==> config.mk <==
export PLATFORM = sky130hd
export DESIGN_NAME = ext_area_bus
export DESIGN_NICKNAME = d
export VERILOG_FILES = /design/src/core/ext_bus_pkg.sv /design/src/core/ext_area_bus.sv /design/src/core/area_decode.sv /design/src/core/lane_steer.sv
export SDC_FILE = /design/constraint.sdc
export NUM_CORES = 1
export LEC_CHECK = 0
export ABC_AREA = 1
export BUFFER_PORTS_ARGS = -buffer_cell sky130_fd_sc_hd__buf_2
export CORE_ASPECT_RATIO = 0.6
export CORE_MARGIN = 2
export CORE_UTILIZATION = 45
export CTS_CLUSTER_SIZE = 8
export DETAILED_ROUTE_END_ITERATION = 8
export PLACE_DENSITY = 0.72
export SYNTH_ARGS = -nofsm -noshare
export SYNTH_HDL_FRONTEND = slang
export SYNTH_SLANG_ARGS = --single-unit
==> constraint.sdc <==
create_clock -name mclk_i -period 2 [get_ports mclk_i]
set_input_delay 0.2 -clock mclk_i [delete_from_list [all_inputs] [get_ports mclk_i]]
set_output_delay 0.2 -clock mclk_i [all_outputs]
set_load 0.02 [all_outputs]
==> src/core/ext_bus_pkg.sv <==
// constants shared by the external area bus interface
// assumes nothing beyond a systemverilog compiler
package ext_bus_pkg;
  // *************************************
  // register map (plain port, byte wide)
  // *************************************
  localparam logic [3:0] ADDR_WIDTH_SEL  = 4'h0;
  localparam logic [3:0] ADDR_STATE_SEL  = 4'h1;
  localparam logic [3:0] ADDR_WAIT_SETUP = 4'h2;
  localparam logic [3:0] ADDR_WAIT_EN    = 4'h3;
  localparam logic [3:0] ADDR_SYSTEM     = 4'h4;
  localparam logic [3:0] ADDR_SEL_DIR    = 4'h5;
  localparam logic [3:0] ADDR_STATUS     = 4'h6;
  // *************************************
  // reset values
  // *************************************
  localparam logic [7:0] RST_WIDTH_SEL   = 8'hff;
  localparam logic [7:0] RST_STATE_SEL   = 8'hff;
  localparam logic [7:0] RST_WAIT_SETUP  = 8'hf3;
  localparam logic [7:0] RST_WAIT_EN     = 8'hff;
  localparam logic [7:0] RST_SYSTEM      = 8'h01;
  localparam logic [3:0] RST_SEL_DIR     = 4'h1;
  localparam logic [7:0] WAIT_SETUP_RSVD = 8'hf0;
  // *************************************
  // field positions
  // *************************************
  localparam int WMODE_LSB   = 2;
  localparam int WCOUNT_LSB  = 0;
  localparam int ONCHIP_RAM_ENABLE_BIT    = 0;
  localparam int MODE16M_BIT = 1;
  // *************************************
  // address map, 24-bit internal address
  // *************************************
  localparam logic [23:0] ROM_TOP    = 24'h00ffff;
  localparam logic [23:0] RAM_BASE   = 24'hfff000;
  localparam logic [23:0] RAM_TOP    = 24'hfff7ff;
  localparam logic [23:0] REG_BASE   = 24'hffff00;
  localparam logic [23:0] ADDR1M_MSK = 24'h0fffff;
  // *************************************
  // enumerations
  // *************************************
  typedef enum logic [1:0] {
    WM_PROG, WM_NONE, WM_PIN1, WM_AUTO
  } wait_mode_e;
  typedef enum logic [2:0] {
    WM_OFF, WM_PIN0, WM_PROGRAM, WM_PIN_1, WM_AUTOWAIT
  } eff_wait_e;
endpackage

==> src/core/ext_area_bus.sv <==
// external area bus interface: area decode, selects, strobes and waits
// assumes an internal master that holds its request until done_o
// and a wait pin driven asynchronously by the far side
//
// Summary of operation
// - eight equal areas, size set by mode
// - ram disabled space uses area 7 settings
// - gap before registers uses area 7
// - active-low selects for areas 0 to 3
// - selects decoded from address outputs
// - select driven only when direction bit set
// - rom access: select 0 low, strobes high
// - per-area width, states, wait settings
// - two-state area: two states, no waits
// - three-state area: waits by area enable and shared mode
// - 8-bit area uses upper lane only
// - 16-bit area: even upper, odd lower
// - one read strobe, split write strobes
// - low write strobe high on 8-bit area
// - unused byte lane carries undefined data
// - unused read lane is input, ignored
// - width bit 0 is 16-bit, 1 8-bit
// - state bit 0 two-state, 1 three-state
// - wait enable and shared mode pick wait
//
// Decided for this implementation: the address map and the strobed register port.
`timescale 1ns/1ps
`default_nettype none
module ext_area_bus
  import ext_bus_pkg::*;
(
  // clock and reset
  input  wire logic        mclk_i,
  input  wire logic        rst_i,
  // register port
  input  wire logic [3:0]  reg_addr_i,
  input  wire logic [7:0]  reg_wdata_i,
  input  wire logic        reg_wr_i,
  input  wire logic        reg_rd_i,
  output logic [7:0]       reg_rdata_o,
  // internal master
  input  wire logic        req_i,
  input  wire logic        write_i,
  input  wire logic        word_i,
  input  wire logic [23:0] addr_i,
  input  wire logic [15:0] wdata_i,
  output logic [15:0]      rdata_o,
  output logic             done_o,
  // external pins
  output logic [23:0]      ext_addr_o,
  output logic [3:0]       area_select_n_o,
  output logic [3:0]       area_select_oe_o,
  output logic             address_strobe_n_o,
  output logic             read_strobe_n_o,
  output logic             high_write_strobe_n_o,
  output logic             low_write_strobe_n_o,
  output logic [15:0]      data_o,
  output logic [1:0]       data_oe_o,
  input  wire logic [15:0] data_i,
  input  wire logic        wait_n_i
);
  // *************************************
  // state and registers
  // *************************************
  typedef enum {ST_IDLE, ST_T1, ST_T2, ST_TW, ST_T3} bus_state_e;
  bus_state_e  state;

  // settings written over the register port
  logic [7:0]  area_width_select;
  logic [7:0]  area_state_select;
  logic [7:0]  area_wait_enable;
  logic [3:0]  wait_setup;
  logic [1:0]  system_setup;
  logic [3:0]  sel_dir;

  // wait pin after the synchroniser
  logic [1:0]  wait_sync;
  logic        wait_pin_n;

  // decode and steering results for the current address
  logic [2:0]  area;
  logic        onchip_rom;
  logic        onchip;
  logic        byte_bus;
  logic        three_state;
  eff_wait_e   wait_kind;
  logic [15:0] out_data;
  logic        use_hi;
  logic        use_lo;
  logic [15:0] steer_rdata;

  // access sequencing
  logic [1:0]  wait_cnt;
  logic        rom_cycle;
  logic        next_extra;
  logic [1:0]  wait_count;
  logic        last_fixed;
  logic        take;
  logic        release_pins;
  logic [3:0]  sel_hit;

  assign wait_count = wait_setup[WCOUNT_LSB +: 2];
  assign last_fixed = (wait_cnt == 2'h1);

  // *************************************
  // decode and steering
  // *************************************
  // decode is combinational, so addr_i must stay put until done_o
  area_decode u_decode (
    .addr_i             (addr_i),
    .mode16m_i          (system_setup[MODE16M_BIT]),
    .ram_en_i           (system_setup[ONCHIP_RAM_ENABLE_BIT]),
    .width_sel_i        (area_width_select),
    .state_sel_i        (area_state_select),
    .wait_en_i          (area_wait_enable),
    .shared_wait_mode_i (wait_setup[WMODE_LSB +: 2]),
    .area_o             (area),
    .onchip_rom_o       (onchip_rom),
    .onchip_o           (onchip),
    .byte_bus_o         (byte_bus),
    .three_state_o      (three_state),
    .wait_kind_o        (wait_kind)
  );

  lane_steer u_steer (
    .byte_bus_i (byte_bus),
    .word_i     (word_i),
    .odd_i      (addr_i[0]),
    .wdata_i    (wdata_i),
    .pin_data_i (data_i),
    .out_data_o (out_data),
    .use_hi_o   (use_hi),
    .use_lo_o   (use_lo),
    .rdata_o    (steer_rdata)
  );

  // *************************************
  // wait pin synchroniser
  // *************************************
  // only the second flop feeds logic, the first may be metastable
  always_ff @(posedge mclk_i) begin
    if (rst_i) begin
      wait_sync <= 2'b11;
    end else begin
      wait_sync <= {wait_sync[0], wait_n_i};
    end
  end
  assign wait_pin_n = wait_sync[1];

  // *************************************
  // register port
  // *************************************
  always_ff @(posedge mclk_i) begin
    if (rst_i) begin
      area_width_select <= RST_WIDTH_SEL;
      area_state_select <= RST_STATE_SEL;
      area_wait_enable  <= RST_WAIT_EN;
      wait_setup        <= RST_WAIT_SETUP[3:0];
      system_setup      <= RST_SYSTEM[1:0];
      sel_dir           <= RST_SEL_DIR;
    end else if (reg_wr_i) begin
      if (reg_addr_i == ADDR_WIDTH_SEL) begin
        area_width_select <= reg_wdata_i;
      end else if (reg_addr_i == ADDR_STATE_SEL) begin
        area_state_select <= reg_wdata_i;
      end else if (reg_addr_i == ADDR_WAIT_SETUP) begin
        wait_setup <= reg_wdata_i[3:0];
      end else if (reg_addr_i == ADDR_WAIT_EN) begin
        area_wait_enable <= reg_wdata_i;
      end else if (reg_addr_i == ADDR_SYSTEM) begin
        system_setup <= reg_wdata_i[1:0];
      end else if (reg_addr_i == ADDR_SEL_DIR) begin
        sel_dir <= reg_wdata_i[3:0];
      end
    end
  end

  // *************************************
  // register reads
  // *************************************
  // idle cycles read zero so stale data never lingers on the port
  always_ff @(posedge mclk_i) begin
    if (rst_i) begin
      reg_rdata_o <= 8'h00;
    end else if (reg_rd_i) begin
      if (reg_addr_i == ADDR_WIDTH_SEL) begin
        reg_rdata_o <= area_width_select;
      end else if (reg_addr_i == ADDR_STATE_SEL) begin
        reg_rdata_o <= area_state_select;
      end else if (reg_addr_i == ADDR_WAIT_SETUP) begin
        reg_rdata_o <= WAIT_SETUP_RSVD | {4'h0, wait_setup};
      end else if (reg_addr_i == ADDR_WAIT_EN) begin
        reg_rdata_o <= area_wait_enable;
      end else if (reg_addr_i == ADDR_SYSTEM) begin
        reg_rdata_o <= {6'h00, system_setup};
      end else if (reg_addr_i == ADDR_SEL_DIR) begin
        reg_rdata_o <= {4'h0, sel_dir};
      end else if (reg_addr_i == ADDR_STATUS) begin
        reg_rdata_o <= {1'b0, state != ST_IDLE, wait_pin_n,
                        area, byte_bus, three_state};
      end else begin
        reg_rdata_o <= 8'h00;
      end
    end else begin
      reg_rdata_o <= 8'h00;
    end
  end

  // *************************************
  // access sequencer
  // *************************************
  // waits sampled in t2 or last wait state; extra waits by pin
  always_comb begin
    next_extra = 1'b0;
    case (wait_kind)
      WM_PIN0:  next_extra = !wait_pin_n;
      WM_PIN_1: next_extra = !wait_pin_n;
      default:  next_extra = 1'b0;
    endcase
  end

  // *************************************
  // access state machine
  // *************************************
  always_ff @(posedge mclk_i) begin
    if (rst_i) begin
      state     <= ST_IDLE;
      wait_cnt  <= 2'h0;
      rom_cycle <= 1'b0;
      done_o    <= 1'b0;
      rdata_o   <= 16'h0000;
    end else begin
      done_o <= 1'b0;
      case (state)
        ST_IDLE: begin
          // onchip ram and registers are not this block's business
          if (take) begin
            rom_cycle <= onchip_rom;
            state     <= ST_T1;
          end
        end
        ST_T1: begin
          state <= ST_T2;
        end
        ST_T2: begin
          if (!three_state || rom_cycle) begin
            rdata_o <= steer_rdata;
            done_o  <= 1'b1;
            state   <= ST_IDLE;
          end else if (wait_kind == WM_PROGRAM && wait_count != 2'h0) begin
            wait_cnt <= wait_count;
            state    <= ST_TW;
          end else if (wait_kind == WM_PIN_1 && wait_count != 2'h0) begin
            wait_cnt <= wait_count;
            state    <= ST_TW;
          end else if (wait_kind == WM_AUTOWAIT && !wait_pin_n
                       && wait_count != 2'h0) begin
            wait_cnt <= wait_count;
            state    <= ST_TW;
          end else if (next_extra) begin
            wait_cnt <= 2'h0;
            state    <= ST_TW;
          end else begin
            state <= ST_T3;
          end
        end
        ST_TW: begin
          if (wait_cnt > 2'h1) begin
            wait_cnt <= wait_cnt - 2'h1;
          end else if ((wait_cnt == 2'h0 || last_fixed) && next_extra) begin
            wait_cnt <= 2'h0;
          end else begin
            wait_cnt <= 2'h0;
            state    <= ST_T3;
          end
        end
        default: begin
          rdata_o <= steer_rdata;
          done_o  <= 1'b1;
          state   <= ST_IDLE;
        end
      endcase
    end
  end

  // *************************************
  // pin drivers
  // *************************************
  // one take condition shared so strobes and sequencer never disagree
  assign take = (state == ST_IDLE) && req_i && !done_o
                && (!onchip || onchip_rom);
  // pins drop back at the edge that raises done_o
  assign release_pins = (state == ST_T2 && (!three_state || rom_cycle))
                        || (state == ST_T3);

  // one decoder per select pin; areas 4 to 7 hit none of them
  for (genvar g = 0; g < 4; g++) begin : g_sel
    assign sel_hit[g] = (area == 3'(g));
  end

  // address and data held from take until the next access
  always_ff @(posedge mclk_i) begin
    if (rst_i) begin
      ext_addr_o <= 24'h000000;
      data_o     <= 16'h0000;
    end else if (take) begin
      ext_addr_o <= addr_i;
      data_o     <= out_data;
    end
  end

  // strobes registered one state ahead so pins come from flops
  always_ff @(posedge mclk_i) begin
    if (rst_i) begin
      area_select_n_o       <= 4'hf;
      area_select_oe_o      <= RST_SEL_DIR;
      address_strobe_n_o    <= 1'b1;
      read_strobe_n_o       <= 1'b1;
      high_write_strobe_n_o <= 1'b1;
      low_write_strobe_n_o  <= 1'b1;
      data_oe_o             <= 2'b00;
    end else begin
      area_select_oe_o <= sel_dir;
      if (take) begin
        // on-chip rom keeps select 0 but none of the strobes
        area_select_n_o       <= ~sel_hit;
        address_strobe_n_o    <= onchip_rom;
        read_strobe_n_o       <= onchip_rom || write_i;
        high_write_strobe_n_o <= onchip_rom || !write_i || !use_hi;
        low_write_strobe_n_o  <= onchip_rom || !write_i || !use_lo
                                 || byte_bus;
        data_oe_o <= (write_i && !onchip_rom) ?
                     {1'b1, !byte_bus} : 2'b00;
      end else if (release_pins) begin
        area_select_n_o       <= 4'hf;
        address_strobe_n_o    <= 1'b1;
        read_strobe_n_o       <= 1'b1;
        high_write_strobe_n_o <= 1'b1;
        low_write_strobe_n_o  <= 1'b1;
        data_oe_o             <= 2'b00;
      end
    end
  end
endmodule
`default_nettype wire

==> src/core/area_decode.sv <==
// decodes the active area and its bus settings from one address
// assumes a 24-bit address and eight-bit per-area setting vectors
`timescale 1ns/1ps
`default_nettype none
module area_decode
  import ext_bus_pkg::*;
(
  // address and mode
  input  wire logic [23:0] addr_i,
  input  wire logic        mode16m_i,
  input  wire logic        ram_en_i,
  // per-area settings
  input  wire logic [7:0]  width_sel_i,
  input  wire logic [7:0]  state_sel_i,
  input  wire logic [7:0]  wait_en_i,
  input  wire logic [1:0]  shared_wait_mode_i,
  // decoded result
  output logic [2:0]       area_o,
  output logic             onchip_rom_o,
  output logic             onchip_o,
  output logic             byte_bus_o,
  output logic             three_state_o,
  output eff_wait_e        wait_kind_o
);
  logic in_ram;
  logic in_reg;
  logic in_rom;
  logic [23:0] top_addr;

  always_comb begin
    // area from top three bits of the active space
    area_o = mode16m_i ? addr_i[23:21] : addr_i[19:17];
    in_rom = (addr_i & (mode16m_i ? 24'hffffff : ADDR1M_MSK)) <= ROM_TOP;
    // only the small space ignores the upper nibble, so fold it there only
    top_addr = mode16m_i ? addr_i : (addr_i | ~ADDR1M_MSK);
    in_ram = ram_en_i && (top_addr >= RAM_BASE)
             && (top_addr <= RAM_TOP);
    in_reg = top_addr >= REG_BASE;
    // gap between ram and registers falls into area 7 by its address
    if (top_addr >= RAM_BASE) begin
      area_o = 3'h7;
    end
    onchip_rom_o  = in_rom && !mode16m_i;
    onchip_o      = in_ram || in_reg || onchip_rom_o;
    byte_bus_o    = width_sel_i[area_o];
    three_state_o = state_sel_i[area_o];
    if (!three_state_o) begin
      wait_kind_o = WM_OFF;
    end else if (!wait_en_i[area_o]) begin
      wait_kind_o = WM_PIN0;
    end else begin
      case (wait_mode_e'(shared_wait_mode_i))
        WM_PROG: wait_kind_o = WM_PROGRAM;
        WM_NONE: wait_kind_o = WM_OFF;
        WM_PIN1: wait_kind_o = WM_PIN_1;
        default: wait_kind_o = WM_AUTOWAIT;
      endcase
    end
  end
endmodule
`default_nettype wire

==> src/core/lane_steer.sv <==
// steers bytes between the internal bus and the two external lanes
// assumes settings held stable for the whole access
`timescale 1ns/1ps
`default_nettype none
module lane_steer
  import ext_bus_pkg::*;
(
  // access description
  input  wire logic        byte_bus_i,
  input  wire logic        word_i,
  input  wire logic        odd_i,
  input  wire logic [15:0] wdata_i,
  input  wire logic [15:0] pin_data_i,
  // steered result
  output logic [15:0]      out_data_o,
  output logic             use_hi_o,
  output logic             use_lo_o,
  output logic [15:0]      rdata_o
);
  always_comb begin
    use_hi_o = 1'b1;
    use_lo_o = 1'b0;
    out_data_o = {wdata_i[7:0], wdata_i[7:0]};
    rdata_o = 16'h0000;
    if (byte_bus_i) begin
      rdata_o = {8'h00, pin_data_i[15:8]};
    end else if (word_i) begin
      use_lo_o = 1'b1;
      out_data_o = wdata_i;
      rdata_o = pin_data_i;
    end else if (odd_i) begin
      use_hi_o = 1'b0;
      use_lo_o = 1'b1;
      rdata_o = {8'h00, pin_data_i[7:0]};
    end else begin
      rdata_o = {8'h00, pin_data_i[15:8]};
    end
  end
endmodule
`default_nettype wire

==> summary.md <==
| Metric | Value |
|---|---|
| Hold Crit Class | in2reg |
| Initial DRT Pass Iterations | 5 |
| WHS | just under 40 ps |
| Sw frac | 0.335 |
| P&R area growth vs syn | 34.5% |
| Clock sink total | around 120 |
| Final WL | 17000 µm |
| Num rows | 31 |
| Cell internal pwr | 5.64 mW |
| Global placer's final weighted congestion | 0.957 |
| Largest net degree at the start of global routing | between 40 and 50 |
| Fin crit period | between 1500 and 2000 ps |
| Slowest-stage cell, CP | dfxtp_4 |
| Measured slew at the worst slew-check pin | 587 ps |
| Starting density of the core | 0.457 |
| I/O Pins | ~160 |
| Sequential power share | 0.345 |
| Final TNS setup | 0 ps |
| Worst path bufs/invs | 1 |
| Clk slew on worst S/H paths | around 60 ps |
| GR Util All Layers | 0.252 |
| GRT overflow | 0 |
| Sw Pwr | 2.84 mW |
| Post-synthesis sequential area ratio | 0.443 |
| Syn_area_per_cell | just over 7 µm² |
| Max Freq | ~0.51 GHz |
| Slew headroom | 0.605 |
| Pwr Density | 1150 nW/µm² |
| Layout Utilization | 0.615 |
| Most common cell after layout, fill and taps aside | nand2_1 |
| Core Area | 11900 µm² |
| Total CTS buffers | 17 |
| Overall power | approximately 8.5 mW |
| Arrival @ worst endpoint | roughly 2200 ps |
| Vias post-DR | 5841 |
| Worst VDD drop | slightly below 0.0006 V |
| Wire per inst | between 15 and 20 µm |
| Non-filler instance count after layout | between 1000 and 1500 |
| Nets@finish | roughly 1000 |
| Synth Warn # | 0 |
| Lkg Pwr | 3.56 nW |
| Crit path max-delay family | simple AND/OR/NAND/NOR gates |
| Via count of the first global-routing pass | between 4000 and 5000 |
| 1st-iter DRT viols | 485 |
| Final period util | 0.984 |
| Share of cells above drive strength 1 | 0.300 |
| # diodes | 0 |
| Crit path max fanout | 7 |
| Max incr delay on CP | about 360 ps |
| Clock Tree Buf Depth | 2 |
| Critical path, cell by cell | buf_6 > o21ai_4 > nor2_1 > a21oi_1 > nand3_1 > nand2_4 > nand2_4 > or2_2 > nand2_1 > a21oi_1 |
| Clock root buffer | clkbuf_16 |
| Fin. Hold Viols | 0 |
| TritonCTS clock tree | yes |
| Mapped Nets | roughly 850 |
| Startpoint types | register |
| Post-synthesis cell count | ~780 |
| Worst setup path class | reg2reg |
| Antenna Nets Post-Route | 0 |
| Die Span Y | 89.3 µm |
| Most frequent cells in the layout | nand2_1, buf_2, dfxtp_1 |
| Status | finished clean |
| Slew Viols, Final | 0 |
| Worst Clk Skew | a little under 9 ps |
| Crit path required time | 2270 ps |
| Worst-skew pair later-pin latency | ~420 ps |
| Global-route wire length before repair | between 20000 and 30000 µm |
| DRC Markers | 0 |
| Combinational power share | 0.265 |
| Unrepaired setup endpoints after global routing | yes |
| Routed vias/inst | 5.16 |
| Post-synthesis register bit count | between 100 and 150 |
| Max Cap Viol | 0 |
| Die Width | 146 µm |
| Die area | roughly 13000 µm² |
| Setup violations, final | 0 |
| H-tree depth | 4 |
| Inst Count DP | ~1100 |
| Clock power frac | 0.389 |
| Critical Path Sink Type | register |
| Area of the mapped netlist | around 5500 µm² |
| Distinct cells, synth | 40 |
| IO buf count | 154 |
| Fill count | between 1000 and 1500 |
| Initial antenna violation count | 0 |
| Detailed Place HPWL | ~12000 µm |
## flip-flops by register name (all words and copies together), names as in the netlist, 3 cells and up
register           count
area_select_n_o        4
area_width_select      8
sel_dir                4
state                  3
data_o                16
reg_rdata_o            8
area_select_oe_o       4
area_wait_enable       8
area_state_select      8
rdata_o               16
ext_addr_o            24
wait_setup             4
## final cells by class
cell class                      instances  area (µm²)  share of cell area
Timing Repair Buffer                  192        1090               0.148
Sequential cell                       121        2430               0.330
Multi-Input combinational cell        555        2720               0.371
Clock buffer                           18         439              0.0598
Inverter                               67         269              0.0366
Tap cell                              165         206              0.0281
Clock inverter                         14         195              0.0266
## through the flow
stage | area (µm²) | setup slack, ps
after floorplan | 5460 | 225
after global placement | 6500 | -28.7
after detailed placement | 6500 | -48.8
after CTS | 7180 | -19.6
after global routing | 7350 | -63.1
final | 7350 | 32.7
## worst reg2reg max path, stage by stage (launching register included)
cell     delay (ps)
dfxtp_4         360
buf_6           140
o21ai_4         250
nor2_1           90
a21oi_1         180
nand3_1         170
nand2_4         150
nand2_4         100
or2_2           290
nand2_1          70
a21oi_1          60
## repair_timing
item / CTS / global route
endpoints found under the hold margin: 1 / 0
hold buffers: 1 / 0
cloned: 0 / 1
setup buffers: 0 / 5
endpoints found under the setup margin: 23 / 44
pin swaps: 1 / 10
resized for setup: 7 / 40
## final timing paths
| path | from | to | slack [ps] | cells after the start |
|---|---|---|---|---|
| worst max-delay path | system_setup[1]$_SDFFE_PP0P_ | data_o[10]$_SDFFE_PP0P_ | 30 | 10 |
| worst min-delay path | wdata_i[4] | data_o[4]$_SDFFE_PP0P_ | 40 | 3 |
| worst max register to register | system_setup[1]$_SDFFE_PP0P_ | data_o[10]$_SDFFE_PP0P_ | 30 | 10 |
| worst min register to register | wait_sync[0]$_SDFF_PP1_ | wait_sync[1]$_SDFF_PP1_ | 420 | 1 |
## power groups by stage
stage          Sequential [mW]  Clock, mW  Combinational [mW]
2_1_floorplan             3.32          0                1.04
3_3_place_gp              2.97          0                2.12
3_5_place_dp              2.97          0                2.13
4_1_cts                   2.93       3.33                2.15
5_1_grt                   2.97       3.45                2.48
6_report                  2.93       3.30                2.25
## Yosys cell counts
master | number | area share
o211ai_1 | 6 | 0.0082
nor2_2 | 1 | 0.0011
nor2_1 | 70 | 0.048
a21oi_1 | 57 | 0.052
or2_0 | 3 | 0.0034
nor3_1 | 5 | 0.0046
o21ai_0 | 68 | 0.062
a41oi_1 | 2 | 0.0032
o21ai_4 | 1 | 0.0030
a221oi_1 | 4 | 0.0064
dfxtp_1 | 121 | 0.44
buf_4 | 2 | 0.0027
nor4_1 | 1 | 0.0011
a21oi_2 | 9 | 0.014
nand4_1 | 7 | 0.0080
clkbuf_1 | 19 | 0.013
a31o_2 | 1 | 0.0016
nand2_1 | 205 | 0.14
buf_2 | 6 | 0.0055
a31oi_1 | 4 | 0.0046
o22ai_1 | 3 | 0.0034
buf_8 | 1 | 0.0027
or2_2 | 7 | 0.0080
nand3_2 | 1 | 0.0018
o21ai_2 | 2 | 0.0032
buf_6 | 3 | 0.0062
clkinv_1 | 2 | 0.0014
nand2_4 | 2 | 0.0041
nor3b_1 | 1 | 0.0014
o31ai_1 | 2 | 0.0027
nand3_1 | 68 | 0.062
clkinv_2 | 1 | 0.00092
nand2_2 | 16 | 0.018
a211oi_1 | 1 | 0.0014
a22oi_1 | 1 | 0.0014
nor2_4 | 1 | 0.0021
inv_1 | 61 | 0.042
o21ai_1 | 5 | 0.0046
buf_1 | 3 | 0.0021
inv_2 | 3 | 0.0021
## cell families after synthesis
family                 after synthesis  share of synthesized area
and+or+nand+nor                    388                      0.305
AOI/OAI and AO/OA                  166                      0.173
DFF                                121                      0.443
buffers and inverters              101                     0.0786
## metal layers
metal,vias to the layer above,wire length (µm),track usage
met3,20,1680,0.0740
met5,-,0,0
li1,2905,-,-
met2,269,6770,0.353
met4,0,178,0.0635
met1,2647,8360,0.376
No activity file was read; power rests on OpenSTA's default activity.
